File: config.mk
export PLATFORM = sky130hd
export DESIGN_NAME = local_interrupt_timer_ext_ctrl
export DESIGN_NICKNAME = d
export VERILOG_FILES = /design/src/local_interrupt_timer_ext_ctrl.v
export VERILOG_INCLUDE_DIRS = /design/src
export SDC_FILE = /design/constraint.sdc
export NUM_CORES = 1
export LEC_CHECK = 0
export CORE_ASPECT_RATIO = 0.9
export CORE_MARGIN = 2
export CORE_UTILIZATION = 46
export DETAILED_ROUTE_END_ITERATION = 12
export DONT_BUFFER_PORTS = 1
export PLACE_DENSITY_LB_ADDON = 0.3
export SETUP_SLACK_MARGIN = 0.02
export SLEW_MARGIN = 20
export SYNTH_ARGS = -nofsm -noshare
export SYNTH_HDL_FRONTEND = slang
export SYNTH_SLANG_ARGS = --single-unit
File: constraint.sdc
create_clock -name i_clk_sys -period 3.56 [get_ports i_clk_sys]
set_clock_uncertainty 0.1 [all_clocks]
set_input_delay 0.712 -clock i_clk_sys [delete_from_list [all_inputs] [get_ports i_clk_sys]]
set_output_delay 0.712 -clock i_clk_sys [all_outputs]
set_load 0.03 [all_outputs]
File: src/lapic_timer_ext_map.vh
// register map, field positions and reset values for the
// local interrupt timer and extended control block
// assumes word-aligned byte addresses on a 32-bit bus
`ifndef LAPIC_TIMER_EXT_MAP_VH
`define LAPIC_TIMER_EXT_MAP_VH

// byte offsets
`define OFS_TIMER_ENTRY 12'h320
`define OFS_ERROR_ENTRY 12'h370
`define OFS_INIT_COUNT 12'h380
`define OFS_CUR_COUNT 12'h390
`define OFS_DIV_CONFIG 12'h3E0
`define OFS_FEATURE_CAPS 12'h400
`define OFS_EXT_CONTROL 12'h410
`define OFS_SPEC_EOI 12'h420
`define OFS_ENABLE_BASE 12'h480
`define OFS_ENABLE_LAST 12'h4F0

// vector table entry fields
`define BIT_MODE 17
`define BIT_MASK 16
`define BIT_PENDING 12
`define KIND_HI 10
`define KIND_LO 8
`define VEC_HI 7
`define VEC_LO 0

// divide configuration fields
`define BIT_DIV_HI 3
`define DIV_LO_HI 1

// extended control fields
`define BIT_WIDE_ID 2
`define BIT_SEOI_EN 1
`define BIT_IER_WR_EN 0

// capability word fields
`define CAP_COUNT_LO 16
`define CAP_EXTRA_ENTRIES 8'h04
`define BIT_CAP_WIDE_ID 2
`define BIT_CAP_SEOI 1
`define BIT_CAP_IER 0

// reset values
`define RST_ENTRY 32'h0001_0000
`define RST_ZERO 32'h0000_0000
`define RST_ENABLE 32'hFFFF_FFFF

// broadcast patterns
`define BCAST_WIDE 8'hFF
`define BCAST_NARROW 4'hF

`endif

File: src/local_interrupt_timer_ext_ctrl.v
// local interrupt controller slice: error and timer vector
// table entries, timer counter with divider, capability word,
// extended control, specific end-of-interrupt and per-vector
// enables, reached over a classic wishbone slave.
// assumes one 50 MHz clock; event and destination inputs come
// from logic on the same clock; the core answers o_irq_valid
// with a one-cycle i_irq_accept.
//
// Operation
// - masked error entry raises no interrupt
// - error pending bit shows unaccepted interrupt
// - error message kind reads back zero
// - error vector is the one delivered
// - initial count copied on load and reload
// - current count read-only, shows live counter
// - divider from bit 3 and bits 1:0
// - capability reports four extra entries
// - capability bit 2 wide identifier reads one
// - capability bit 1 specific eoi reads one
// - capability bit 0 enable registers reads one
// - wide ids need all-ones broadcast destination
// - wide ids compare eight bits, else four
// - node settings also turn on wide ids
// - control bit 1 gates specific eoi messages
// - control bit 0 gates enable register writes
// - eoi write sends cycle for written vector
// - timer mode bit: one-shot or periodic
// - 256 enable bits, 32 per register
`timescale 1ns/1ps
`include "lapic_timer_ext_map.vh"

module local_interrupt_timer_ext_ctrl #(
  parameter ADDR_W = 12,
  parameter PRE_W = 7
) (
  // clock and reset
  input wire i_clk_sys,
  input wire i_rst_b,
  // wishbone slave
  input wire i_wb_cyc,
  input wire i_wb_stb,
  input wire i_wb_we,
  input wire [ADDR_W-1:0] i_wb_adr,
  input wire [3:0] i_wb_sel,
  input wire [31:0] i_wb_dat,
  output reg [31:0] o_wb_dat,
  output reg o_wb_ack,
  // interrupt sources and delivery to the core
  input wire i_error_event,
  input wire i_irq_accept,
  output reg o_irq_valid,
  output reg [7:0] o_irq_vector,
  // specific end-of-interrupt message
  output reg o_eoi_valid,
  output reg [7:0] o_eoi_vector,
  // destination matching
  input wire i_dest_valid,
  input wire [7:0] i_interrupt_destination,
  input wire [7:0] i_local_identifier,
  input wire i_node_wide_id_setting,
  input wire i_node_wide_broadcast_setting,
  output reg o_dest_match,
  output reg o_dest_broadcast,
  output reg o_wide_id_active
);

  // register state
  reg [7:0] err_vec_reg;
  reg err_mask_reg;
  reg [2:0] err_kind_reg;
  reg err_pend_reg;
  reg [7:0] tmr_vec_reg;
  reg tmr_mask_reg;
  reg tmr_mode_reg;
  reg [2:0] tmr_kind_reg;
  reg tmr_pend_reg;
  reg [31:0] init_cnt_reg;
  reg [31:0] cur_cnt_reg;
  reg [3:0] div_reg;
  reg [2:0] ctrl_reg;
  reg [7:0] eoi_vec_reg;
  reg [31:0] ier_mem [0:7];
  reg [PRE_W-1:0] pre_cnt_reg;
  reg irq_err_sel_reg;

  // byte-lane merge for writes
  function [31:0] merge;
    input [31:0] old;
    input [31:0] dat;
    input [3:0] sel;
    integer b;
    begin
      merge = old;
      for (b = 0; b < 4; b = b + 1) begin
        if (sel[b]) begin
          merge[8*b +: 8] = dat[8*b +: 8];
        end
      end
    end
  endfunction

  // divide code to (ratio - 1) mask
  function [PRE_W-1:0] div_mask;
    input [3:0] code;
    begin
      case ({code[`BIT_DIV_HI], code[`DIV_LO_HI:0]})
        3'b000: div_mask = 7'h01;
        3'b001: div_mask = 7'h03;
        3'b010: div_mask = 7'h07;
        3'b011: div_mask = 7'h0F;
        3'b100: div_mask = 7'h1F;
        3'b101: div_mask = 7'h3F;
        3'b110: div_mask = 7'h7F;
        default: div_mask = 7'h00;
      endcase
    end
  endfunction

  // vector table entry read image
  function [31:0] entry_img;
    input mode;
    input mask;
    input pend;
    input [7:0] vec;
    begin
      entry_img = `RST_ZERO;
      entry_img[`BIT_MODE] = mode;
      entry_img[`BIT_MASK] = mask;
      entry_img[`BIT_PENDING] = pend;
      entry_img[`VEC_HI:`VEC_LO] = vec;
    end
  endfunction

  // bus decode
  wire req = i_wb_cyc & i_wb_stb;
  wire wr_now = req & i_wb_we & o_wb_ack;
  wire [ADDR_W-1:0] ofs = {i_wb_adr[ADDR_W-1:2], 2'b00};
  wire hit_ier = (ofs >= `OFS_ENABLE_BASE) && (ofs <= `OFS_ENABLE_LAST)
    && (ofs[3:2] == 2'b00);
  wire [2:0] ier_idx = ofs[6:4];
  wire [31:0] wdat_entry_t = merge(entry_img(tmr_mode_reg, tmr_mask_reg,
    1'b0, tmr_vec_reg) | {21'h0, tmr_kind_reg, 8'h00}, i_wb_dat, i_wb_sel);
  wire [31:0] wdat_entry_e = merge({15'h0, err_mask_reg, 5'h0, err_kind_reg,
    err_vec_reg}, i_wb_dat, i_wb_sel);
  wire [31:0] wdat_init = merge(init_cnt_reg, i_wb_dat, i_wb_sel);

  // read mux, unmapped words read zero
  reg [31:0] rd_mux;
  always @* begin
    rd_mux = `RST_ZERO;
    case (ofs)
      `OFS_TIMER_ENTRY:
        rd_mux = entry_img(tmr_mode_reg, tmr_mask_reg, tmr_pend_reg,
          tmr_vec_reg);
      `OFS_ERROR_ENTRY:
        rd_mux = entry_img(1'b0, err_mask_reg, err_pend_reg,
          err_vec_reg);
      `OFS_INIT_COUNT: rd_mux = init_cnt_reg;
      `OFS_CUR_COUNT: rd_mux = cur_cnt_reg;
      `OFS_DIV_CONFIG: rd_mux = {28'h0, div_reg[3], 1'b0, div_reg[1:0]};
      `OFS_FEATURE_CAPS: begin
        rd_mux[`CAP_COUNT_LO +: 8] = `CAP_EXTRA_ENTRIES;
        rd_mux[`BIT_CAP_WIDE_ID] = 1'b1;
        rd_mux[`BIT_CAP_SEOI] = 1'b1;
        rd_mux[`BIT_CAP_IER] = 1'b1;
      end
      `OFS_EXT_CONTROL: rd_mux = {29'h0, ctrl_reg};
      `OFS_SPEC_EOI: rd_mux = {24'h0, eoi_vec_reg};
      default: begin
        if (hit_ier) begin
          rd_mux = ier_mem[ier_idx];
        end
      end
    endcase
  end

  // ack one cycle after request, dropped the cycle after
  // read data loaded only on the taken edge, so it
  // stands unchanged through the whole ack cycle
  always @(posedge i_clk_sys) begin
    if (!i_rst_b) begin
      o_wb_ack <= 1'b0;
      o_wb_dat <= `RST_ZERO;
    end else begin
      o_wb_ack <= req & ~o_wb_ack;
      if (req & ~o_wb_ack) begin
        o_wb_dat <= rd_mux;
      end
    end
  end

  // configuration registers written at the ack edge
  always @(posedge i_clk_sys) begin
    if (!i_rst_b) begin
      err_vec_reg <= 8'h00;
      err_mask_reg <= 1'b1;
      err_kind_reg <= 3'h0;
      tmr_vec_reg <= 8'h00;
      tmr_mask_reg <= 1'b1;
      tmr_mode_reg <= 1'b0;
      tmr_kind_reg <= 3'h0;
      init_cnt_reg <= `RST_ZERO;
      div_reg <= 4'h0;
      ctrl_reg <= 3'h0;
      eoi_vec_reg <= 8'h00;
    end else if (wr_now) begin
      case (ofs)
        `OFS_TIMER_ENTRY: begin
          tmr_mode_reg <= wdat_entry_t[`BIT_MODE];
          tmr_mask_reg <= wdat_entry_t[`BIT_MASK];
          tmr_kind_reg <= wdat_entry_t[`KIND_HI:`KIND_LO];
          tmr_vec_reg <= wdat_entry_t[`VEC_HI:`VEC_LO];
        end
        `OFS_ERROR_ENTRY: begin
          err_mask_reg <= wdat_entry_e[`BIT_MASK];
          err_kind_reg <= wdat_entry_e[`KIND_HI:`KIND_LO];
          err_vec_reg <= wdat_entry_e[`VEC_HI:`VEC_LO];
        end
        `OFS_INIT_COUNT: init_cnt_reg <= wdat_init;
        `OFS_DIV_CONFIG: begin
          if (i_wb_sel[0]) begin
            div_reg <= {i_wb_dat[3], 1'b0, i_wb_dat[1:0]};
          end
        end
        `OFS_EXT_CONTROL: begin
          if (i_wb_sel[0]) begin
            ctrl_reg <= i_wb_dat[2:0];
          end
        end
        `OFS_SPEC_EOI: begin
          if (i_wb_sel[0]) begin
            eoi_vec_reg <= i_wb_dat[7:0];
          end
        end
        default: begin
          ctrl_reg <= ctrl_reg;
        end
      endcase
    end
  end

  // per-vector enable words, writes gated by control bit 0
  genvar g;
  generate
    for (g = 0; g < 8; g = g + 1) begin : g_ier
      always @(posedge i_clk_sys) begin
        if (!i_rst_b) begin
          ier_mem[g] <= `RST_ENABLE;
        end else if (wr_now && hit_ier && ier_idx == g
            && ctrl_reg[`BIT_IER_WR_EN]) begin
          ier_mem[g] <= merge(ier_mem[g], i_wb_dat, i_wb_sel);
        end
      end
    end
  endgenerate

  // specific eoi message, one pulse per enabled write
  always @(posedge i_clk_sys) begin
    if (!i_rst_b) begin
      o_eoi_valid <= 1'b0;
      o_eoi_vector <= 8'h00;
    end else begin
      o_eoi_valid <= wr_now && ofs == `OFS_SPEC_EOI && i_wb_sel[0]
        && ctrl_reg[`BIT_SEOI_EN];
      if (wr_now && ofs == `OFS_SPEC_EOI && i_wb_sel[0]) begin
        o_eoi_vector <= i_wb_dat[7:0];
      end
    end
  end

  // prescaler, tick when masked count is all ones
  // never realigned by a load, so the first decrement
  // after a load may come up to one period early
  wire [PRE_W-1:0] dmask = div_mask(div_reg);
  wire tick = ((pre_cnt_reg & dmask) == dmask);
  always @(posedge i_clk_sys) begin
    if (!i_rst_b) begin
      pre_cnt_reg <= {PRE_W{1'b0}};
    end else begin
      pre_cnt_reg <= pre_cnt_reg + 1'b1;
    end
  end

  // timer counter
  // a load in the same cycle as a tick wins, so a fresh
  // count never fires on the cycle it is written
  wire init_wr = wr_now && ofs == `OFS_INIT_COUNT;
  wire tmr_fire = ~init_wr & tick & (cur_cnt_reg == 32'h0000_0001);
  always @(posedge i_clk_sys) begin
    if (!i_rst_b) begin
      cur_cnt_reg <= `RST_ZERO;
    end else if (init_wr) begin
      cur_cnt_reg <= wdat_init;
    end else if (tick && cur_cnt_reg != `RST_ZERO) begin
      if (tmr_fire && tmr_mode_reg) begin
        cur_cnt_reg <= init_cnt_reg;
      end else begin
        cur_cnt_reg <= cur_cnt_reg - 32'h0000_0001;
      end
    end
  end

  // delivery: error first, vector must be enabled
  wire err_ok = ier_mem[err_vec_reg[7:5]][err_vec_reg[4:0]];
  wire tmr_ok = ier_mem[tmr_vec_reg[7:5]][tmr_vec_reg[4:0]];
  wire taken = o_irq_valid & i_irq_accept;
  wire err_taken = taken & irq_err_sel_reg;
  wire tmr_taken = taken & ~irq_err_sel_reg;

  // pending flags, a new event wins over acceptance
  // so an event in the accept cycle is never lost
  always @(posedge i_clk_sys) begin
    if (!i_rst_b) begin
      err_pend_reg <= 1'b0;
      tmr_pend_reg <= 1'b0;
    end else begin
      if (i_error_event && !err_mask_reg) begin
        err_pend_reg <= 1'b1;
      end else if (err_taken) begin
        err_pend_reg <= 1'b0;
      end
      if (tmr_fire && !tmr_mask_reg) begin
        tmr_pend_reg <= 1'b1;
      end else if (tmr_taken) begin
        tmr_pend_reg <= 1'b0;
      end
    end
  end

  // offer held until the core accepts
  // a disabled error vector stays pending and lets the
  // timer through instead of blocking delivery
  always @(posedge i_clk_sys) begin
    if (!i_rst_b) begin
      o_irq_valid <= 1'b0;
      o_irq_vector <= 8'h00;
      irq_err_sel_reg <= 1'b0;
    end else if (!o_irq_valid || taken) begin
      if (err_pend_reg && !err_taken && err_ok && !err_mask_reg) begin
        o_irq_valid <= 1'b1;
        o_irq_vector <= err_vec_reg;
        irq_err_sel_reg <= 1'b1;
      end else if (tmr_pend_reg && !tmr_taken && tmr_ok) begin
        o_irq_valid <= 1'b1;
        o_irq_vector <= tmr_vec_reg;
        irq_err_sel_reg <= 1'b0;
      end else begin
        o_irq_valid <= 1'b0;
      end
    end
  end

  // destination match and broadcast
  // node settings widen ids only when both are set
  wire wide = ctrl_reg[`BIT_WIDE_ID]
    | (i_node_wide_id_setting & i_node_wide_broadcast_setting);
  wire bcast = wide ? (i_interrupt_destination == `BCAST_WIDE)
    : (i_interrupt_destination[3:0] == `BCAST_NARROW);
  wire match = wide ? (i_interrupt_destination == i_local_identifier)
    : (i_interrupt_destination[3:0] == i_local_identifier[3:0]);
  always @(posedge i_clk_sys) begin
    if (!i_rst_b) begin
      o_dest_match <= 1'b0;
      o_dest_broadcast <= 1'b0;
      o_wide_id_active <= 1'b0;
    end else begin
      o_dest_match <= i_dest_valid & match;
      o_dest_broadcast <= i_dest_valid & bcast;
      o_wide_id_active <= wide;
    end
  end

endmodule

# Word level (Yosys, flattened, before mapping)
# Memory sizes are Yosys's and may differ from the RTL's. A register that Yosys moved wholly into a read port is not among the register bits.
# Cells that the tools add are included.
dict set report classes {
  n_mux 189
  n_bitwise 50
  n_eq_ne 59
  n_reduce_logical 89
  magnitude_cmp 4
  addsub 2
}
# op n
set ops {}
lappend ops {{two-way mux 8 bit} 135}
lappend ops {{two-way mux 32 bit} 4}
lappend ops {{!= test 3 bit (second input constant)} 32}
lappend ops {{case mux 13 bit (7 select lines)} 1}
lappend ops {{AND reduction 2 bit} 35}
lappend ops {{equality test 10 x 8 -> 1 bit (second input constant)} 5}
lappend ops {{case mux 7 bit (7 select lines)} 1}
lappend ops {{case mux 8 bit (6 select lines)} 1}
lappend ops {{two-way mux 1 bit} 37}
lappend ops {{bitwise OR 1 bit} 33}
lappend ops {{equality test 32 x 1 -> 1 bit (second input constant)} 1}
lappend ops {{logical AND 1 bit} 32}
lappend ops {{nonzero test 32 bit} 1}
lappend ops {{subtractor 32 x 1 -> 32 bit (second input constant)} 1}
lappend ops {{equality test 10 x 9 -> 1 bit (second input constant)} 3}
lappend ops {{case mux 3 bit (8 select lines)} 1}
lappend ops {{case mux 8 bit (3 select lines)} 1}
lappend ops {{equality test 3 bit (second input constant)} 7}
lappend ops {{bitwise OR 18 x 11 -> 18 bit} 1}
lappend ops {{two-way mux 3 bit} 5}
lappend ops {{AND reduction 3 bit} 5}
lappend ops {{AND 1 bit} 12}
lappend ops {{equality test 3 x 2 -> 1 bit (second input constant)} 4}
lappend ops {{greater-or-equal comparator 12 x 11 -> 1 bit (second input constant)} 1}
lappend ops {{21 further kinds} 34}
dict set report totals {
  memories 1
  regBits 164
  ram_bits 256
}
# memory depth word_bits read_ports rd_ports_with_merged_regs wr line
set memory_table {}
lappend memory_table {ier_mem 8 32 3 2 8 local_interrupt_timer_ext_ctrl.v:82} ;# reg [31:0] ier_mem [0:7];

# Logic depth before layout (Yosys ltp)
# Gate-level depths: netlist of the first run.
dict set report depth {
  word_depth 11
  ltp_mapped 14
  ltp_nobuf 11
}

# Least setup slack after synthesis of the first run
# OpenSTA, ideal clock, no wires.
dict set report synth_timing {
  path_type {input-to-reg}
  from {input port i_wb_adr[3]}
  to {register cur_cnt_reg[26]}
  path_slack_ns 0.609
  setup_ns 0.119
  arrival_ns 2.732
  stages 10
  n_path_buf 3
  cell_sequence {or2_1 -> clkbuf_1 -> or3_1 -> nor3_2 -> nand2_1 -> clkbuf_1 -> nand2_1 -> clkbuf_1 -> nand3_1 -> o221a_2}
}
dict set report synth_via {
  elab_chain_cells 9
  word_cells_on_any_way 10
}
# element line
set synth_rtl {}
lappend synth_rtl {{start: declaration} local_interrupt_timer_ext_ctrl.v:43} ;# input wire [ADDR_W-1:0] i_wb_adr,
lappend synth_rtl {{equality test 10 x 8 -> 1 bit *} n/a}
lappend synth_rtl {{logical AND 1 bit (no source line) *} n/a}
lappend synth_rtl {{inverter 1 bit} local_interrupt_timer_ext_ctrl.v:288} ;# wire tmr_fire = ~init_wr & tick & (cur_cnt_reg == 32'h0000_0001);
lappend synth_rtl {{AND 1 bit (2 in a row)} local_interrupt_timer_ext_ctrl.v:288}
lappend synth_rtl {{logical AND 1 bit} local_interrupt_timer_ext_ctrl.v:295} ;# if (tmr_fire && tmr_mode_reg) begin
lappend synth_rtl {{two-way mux 32 bit} local_interrupt_timer_ext_ctrl.v:295}
lappend synth_rtl {{two-way mux 32 bit} local_interrupt_timer_ext_ctrl.v:294} ;# end else if (tick && cur_cnt_reg != `RST_ZERO) begin
lappend synth_rtl {{two-way mux 32 bit} local_interrupt_timer_ext_ctrl.v:292} ;# end else if (init_wr) begin
lappend synth_rtl {{end signal: assignment} local_interrupt_timer_ext_ctrl.v:291} ;# cur_cnt_reg <= `RST_ZERO;
lappend synth_rtl {{end signal: assignment} local_interrupt_timer_ext_ctrl.v:293} ;# cur_cnt_reg <= wdat_init;
lappend synth_rtl {{end signal: assignment} local_interrupt_timer_ext_ctrl.v:296} ;# cur_cnt_reg <= init_cnt_reg;
lappend synth_rtl {{end: declaration} local_interrupt_timer_ext_ctrl.v:78} ;# reg [31:0] cur_cnt_reg;
# Every way passes the cells marked *; elsewhere a longest branch is shown, timed or not. The select of a mux whose other input is x is not followed.
# A chain may end at the register's enable or synchronous reset.

==> results.toml, run 1 <==
[finish]
drive_gt1_share_pct = 25.2
largest_register_ffs = 256
nNetsFinal = 2157
utilization_pct = 51.6
largest_register = "ier_mem"
fill_cells = 4510
syn2layout_area_growth_pct = 10.4

[job]
max_cap_viol_count = 0

[critical_path]
crit_buf_inv = 1
crit_cells = 7
cp-start-kind = "register"
crit_arrival_ns = 3.65
cp.required_ns = 3.69
end_kind = "register"
rr_worst_depth = 7
max_stage_delay_ns = 0.58
crit_family = "simple AND/OR/NAND/NOR gates"
critPathSlowestCell = "dfxtp_1"
critPathMaxFanout = 9
crit_top_cell = "nand2_1"
crit_chain = "nand4_1 -> nor3_1 -> buf_4 -> nand2_1 -> nor2_1 -> nand2_1 -> nand2_1"
path_class = "register to register"

[global_route]
grt_overflow = 0
antenna_found_initial = 5
grtUsageTotal_pct = 29.4
grt_pass1_vias = 18078
grt_start_max_net_pins = 107
grt_pass1_wl_microns = 119000

[logic_synthesis]
synth_seq_cells = 423
syn_nets = 2174
async_reset_ff_share_pct = 0
ys_top_cells_by_count = "256 x edfxtp_1, 213 x nand2_1, 167 x dfxtp_1"
syn-cell-area_sq_um = 24200
synth.most_common_cell = "edfxtp_1"
netlist.area_leader.share_pct = 31.8
yosys.cell_types.count = 83
ys_seq_area_share_pct = 45.6
ys_top_cells_by_area = "edfxtp_1 32%, mux4_2 15%, dfxtp_1 14%"
yosys_warnings = 0
yosysTopAreaCell = "edfxtp_1"
ys.flop_type = "edfxtp_1"
syn_area_per_cell_sq_um = 11.5
synth_edf_count = 256
syn_inst = 2096

[floorplanning]
fp.dieW_microns = 246
start_util_pct = 46.7
die_height_microns = 222
core-area_sq_um = 51800
die-area_sq_um = 54400
rows = 79
ioPinCount = 128

[clocking]
clock-root-buffer = "clkbuf_16"
path_clk_slew_ns = 0.07
cts_setup_buffers = 0
cts_tree = "yes"
cts_inserted_buffers = 46
clock_path_buffers = 3
cts_sinks = 423
htreeDepth = 2
clk_latency_ns = 0.62

[route]
remaining_drc_errors = 0
routed_wl_microns = 80500
detail-route-antenna-nets = 0
dr.pass1.iters = 6
vias = 18799
viasPerCell = 6.69
wl_per_cell_microns = 28.7
drt_iter0_markers = 2540

[placed_design]
numPortBuffers = 0
gp_congestion = 0.958
dpl.hpwl_microns = 57500

[sta]
setup_violations = 0
hold_violations = 0
worst_slew_pin_slew_ns = 0.974
maxClockFrequency_ghz = 0.284
drv_slew = 0
fin_crit_sh_pct = 98.9
period_needed_ns = 3.52
rsz0062_at_grt = "false"
slew_headroom_pct = 34.2

[power_and_ir_drop]
powerDensity_nw_per_um2 = 425
leakagePower_nw = 7.51
total_power_w = 0.0113
peakVddDrop_mv = 0.378

[worst_hold_path]
hp-class = "input port to register"
worst_hold_path.num_cells = 1

[status]
status = "finished clean"
[cells by family after synthesis]
family / share of synthesized area (%)
AND/OR/NAND/NOR: 16.2
AO/OA/AOI/OAI: 12.2
flip-flops: 45.6
multiplexers: 21.3
buffers and inverters: 3.90
XOR/XNOR: 0.543
adder cells (fa/ha/maj): 0.207
[worst paths after layout]
path / start / end / slack, ns
setup / recovery: o_wb_ack$_SDFF_PN0_ / ier_mem[5][18]$_SDFFCE_PN1P_ / 0.04
hold / removal: i_rst_b / err_mask_reg$_SDFFE_PN1P_ / 0.11
setup reg to reg: o_wb_ack$_SDFF_PN0_ / ier_mem[5][18]$_SDFFCE_PN1P_ / 0.04
hold reg to reg: eoi_vec_reg[6]$_SDFFE_PN0P_ / eoi_vec_reg[6]$_SDFFE_PN0P_ / 0.36
[repair_timing]
item | 4_1_cts | 5_1_grt
setup endpoints to repair | 0 | 7
endpoints found under the hold margin | 0 | 0
hold buffers | 0 | 0
gates resized for setup | 0 | 2
[area by class of cell]
| class | count | area, sq um | area share [%] |
|---|---|---|---|
| multi-input cells | 1488 | 12200 | 45.8 |
| repair buffers | 97 | 878 | 3.29 |
| well taps | 688 | 861 | 3.22 |
| diodes | 3 | 7.51 | 0.0281 |
| clock inverters | 24 | 285 | 1.07 |
| inverters | 23 | 87.6 | 0.328 |
| clock buffers | 62 | 1300 | 4.88 |
| flip-flops and latches | 423 | 11000 | 41.4 |
[where the power goes]
| part | switching (W) | total, W | leakage (nW) | internal (W) |
|---|---|---|---|---|
| clock | 0.00210 | 0.00506 | 0.782 | 0.00295 |
| combinational | 0.000522 | 0.000886 | 3.62 | 0.000364 |
| sequential | 0.000151 | 0.00540 | 3.10 | 0.00525 |
[worst register-to-register path, stage by stage, from the launching register on]
cell and delay [ns]:
dfxtp_1 0.58, nand4_1 0.32, nor3_1 0.32, buf_4 0.18
nand2_1 0.10, nor2_1 0.57, nand2_1 0.44, nand2_1 0.53
[metal layers]
metal	vias up	GRT usage [%]	routed length (microns)
met1	9430	40.5	31700
met2	1193	43.8	35500
met4	8	12.9	3840
li1	7971	-	-
met5	-	0	55
met3	197	7.67	9440
[stage by stage]
step	cell area (sq um)	hold WS (ns)	TNS, ns	std cells	setup WS (ns)
global placement	25100	0.340	-1.02	2719	-0.128
global route	26700	0.0777	0	2805	0.0244
floorplan	24200	0.327	0	2096	0.609
finish	26700	0.111	0	2808	0.0406
CTS	26700	0.0591	0	2805	0.0336
detailed placement	25100	0.352	-3.55	2719	-0.239
[cells in the final DEF, fill, tap and decap left out, types with 48 or more instances in the layout]
cell type | Yosys | routed
or2_2 | 165 | 165
edfxtp_1 | 256 | 256
mux2i_1 | 113 | 113
buf_4 | 8 | 85
o21ai_0 | 76 | 76
nor2_1 | 79 | 78
nand2_1 | 213 | 213
dfxtp_1 | 167 | 162
a21oi_1 | 121 | 121
mux4_2 | 163 | 163
clkbuf_16 | 0 | 48
nand2b_1 | 120 | 120
(Power assumes the default switching activity.)
==> run 2, diff against run 1 <==
CORE_UTILIZATION = 60   (was 46)
CTS_CLUSTER_DIAMETER = 30   (was unset)
GPL_TIMING_DRIVEN = 0   (was unset)
==> run 2 against run 1 <==
The run now ends with setup timing left. Clock power rose by 63%. Global-route usage rose by 15 points. Final cell count fell by 0.43%. Wire length rose by 17%. Largest cell class unchanged. Count of clock-buffer cells in the layout rose by 32. Critical path depth did not move. Via count rose by 9.3%. Critical path type is now input port to register. Non-clock buffer count rose by 72.
==> results.toml, run 2 (synthesis gave the netlist of run 1 again) <==
[status]
status = "finished, violations left"
violations = "setup timing"

[power_and_ir_drop]
leakagePower_nw = 8.14
peakVddDrop_mv = 0.500
total_power_w = 0.0147
powerDensity_nw_per_um2 = 524

[route]
wl_per_cell_microns = 33.7
routed_wl_microns = 94200
drt_iter0_markers = 3390
dr.pass1.iters = 6
wl_met3_microns = 13700
detail-route-antenna-nets = 0
vias = 20545
viasPerCell = 7.35
wl_met2_microns = 39800
top_layer_used = "met5"
remaining_drc_errors = 0
wl_met1_microns = 34500

[finish]
design_area_sq_um = 28100
final_common_cell = "edfxtp_1"
fill_cells = 2764
utilization_pct = 70.9
largest_register_ffs = 256
final_cell_mix = "256 x edfxtp_1, 210 x nand2_1, 166 x dfxtp_1"
drive_gt1_share_pct = 26.4
syn2layout_area_growth_pct = 16.1
largest_register = "ier_mem"
nNetsFinal = 2268

[placed_design]
numPortBuffers = 0
dp_slack_ns = -1.16
dpl.hpwl_microns = 68800
gp_congestion = 1.03
placed_cell_area_sq_um = 24900

[clocking]
path_clk_slew_ns = 0.05
clock_path_buffers = 3
cts_sinks = 423
htreeDepth = 3
cts_inserted_buffers = 85
clock-root-buffer = "clkbuf_16"
clk_latency_ns = 0.64
cts_tree = "yes"
ctsHoldBuffers = 0

[worst_hold_path]
hp-class = "input port to register"

[floorplanning]
fp.dieW_microns = 216
ioPinCount = 128
die_height_microns = 194
start_util_pct = 61.0
die-area_sq_um = 41900
rows = 69
core-area_sq_um = 39600

[job]
max_cap_viol_count = 0

[global_route]
grt_pass1_wl_microns = 135000
grt_overflow = 0
antenna_found_initial = 8
grt_start_max_net_pins = 12
grtUsageTotal_pct = 44.9
grt_pass1_vias = 19636

[sta]
worst_slew_pin_slew_ns = 1.22
maxClockFrequency_ghz = 0.269
setup_violations = 53
hold_violations = 0
fin_setup_tns_ns = -2.99
rsz0062_at_grt = "true"
drv_slew = 0
period_needed_ns = 3.71
fin_crit_sh_pct = 104
slew_headroom_pct = 18.9
fin_ws_ns = -0.152

[critical_path]
crit_arrival_ns = 3.85
end_kind = "register"
critPathMaxFanout = 9
cp-start-kind = "input port"
cp.required_ns = 3.70
path_class = "input port to register"
==> run 2: cell count changes in the layout (fill, tap and decap cells not counted), moves of 8 or more <==
cell / delta
buf_6: +8
clkbuf_1: +94
clkbuf_16: +40
buf_4: -67
inv_6: +23
clkinv_4: +9
buf_2: +14
==> run 2: report_power, final <==
part,internal [W],leakage [nW],total (W),switching (W)
combinational,0.000339,3.59,0.00104,0.000701
sequential,0.00527,3.10,0.00543,0.000162
clock,0.00536,1.45,0.00826,0.00291
==> run 2: final timing paths <==
check                               from                             to  slack [ns]  depth (start not counted)
min reg2reg  eoi_vec_reg[7]$_SDFFE_PN0P_    eoi_vec_reg[7]$_SDFFE_PN0P_        0.36                          2
max                         i_wb_adr[11]   ier_mem[7][31]$_SDFFCE_PN1P_       -0.15                          7
max reg2reg                     register   o_irq_vector[5]$_SDFFE_PN0P_       -0.09                         11
min                         i_wb_dat[20]  init_cnt_reg[20]$_SDFFE_PN0P_        0.11                          2
==> run 2: timing repair <==
item,CTS,global route
resized for setup,30,36
pin swaps,1,5
setup buffers,4,3
setup endpoints to repair,388,105
==> run 2: per-stage QoR <==
step / cells / hold WS [ns]
finish: 2796 / 0.111
floorplan: 2096 / 0.327
CTS: 2789 / 0.115
global route: 2792 / 0.121
detailed placement: 2628 / 0.347
global placement: 2628 / 0.339
==> run 2: area by class of cell <==
type / instances / area, sq um / area share (%)
Multi-Input combinational cell: 1488 / 12300 / 44.0
Sequential cell: 423 / 11000 / 39.3
Clock buffer: 94 / 2240 / 7.99
Buffer: 162 / 933 / 3.32
Clock inverter: 63 / 716 / 2.55
Tap cell: 532 / 666 / 2.37
Inverter: 23 / 87.6 / 0.312
Timing Repair Buffer: 7 / 52.6 / 0.187
Antenna cell: 4 / 10.0 / 0.0356
==> run 2: worst max-delay path, cell delays in order <==
cell and delay, ns:
nor4b_2 0.44, nand3_1 0.37, nor3_1 0.44, nand2_1 0.26, nor2_2 0.54, nand2_1 0.47, nand2_1 0.61
==> run 2: per-layer routing <==
layer	global-route usage (%)	vias up
li1	-	8233
met1	60.9	10085
met2	63.7	1877
met3	14.3	342
met4	25.7	8
met5	1.38	-
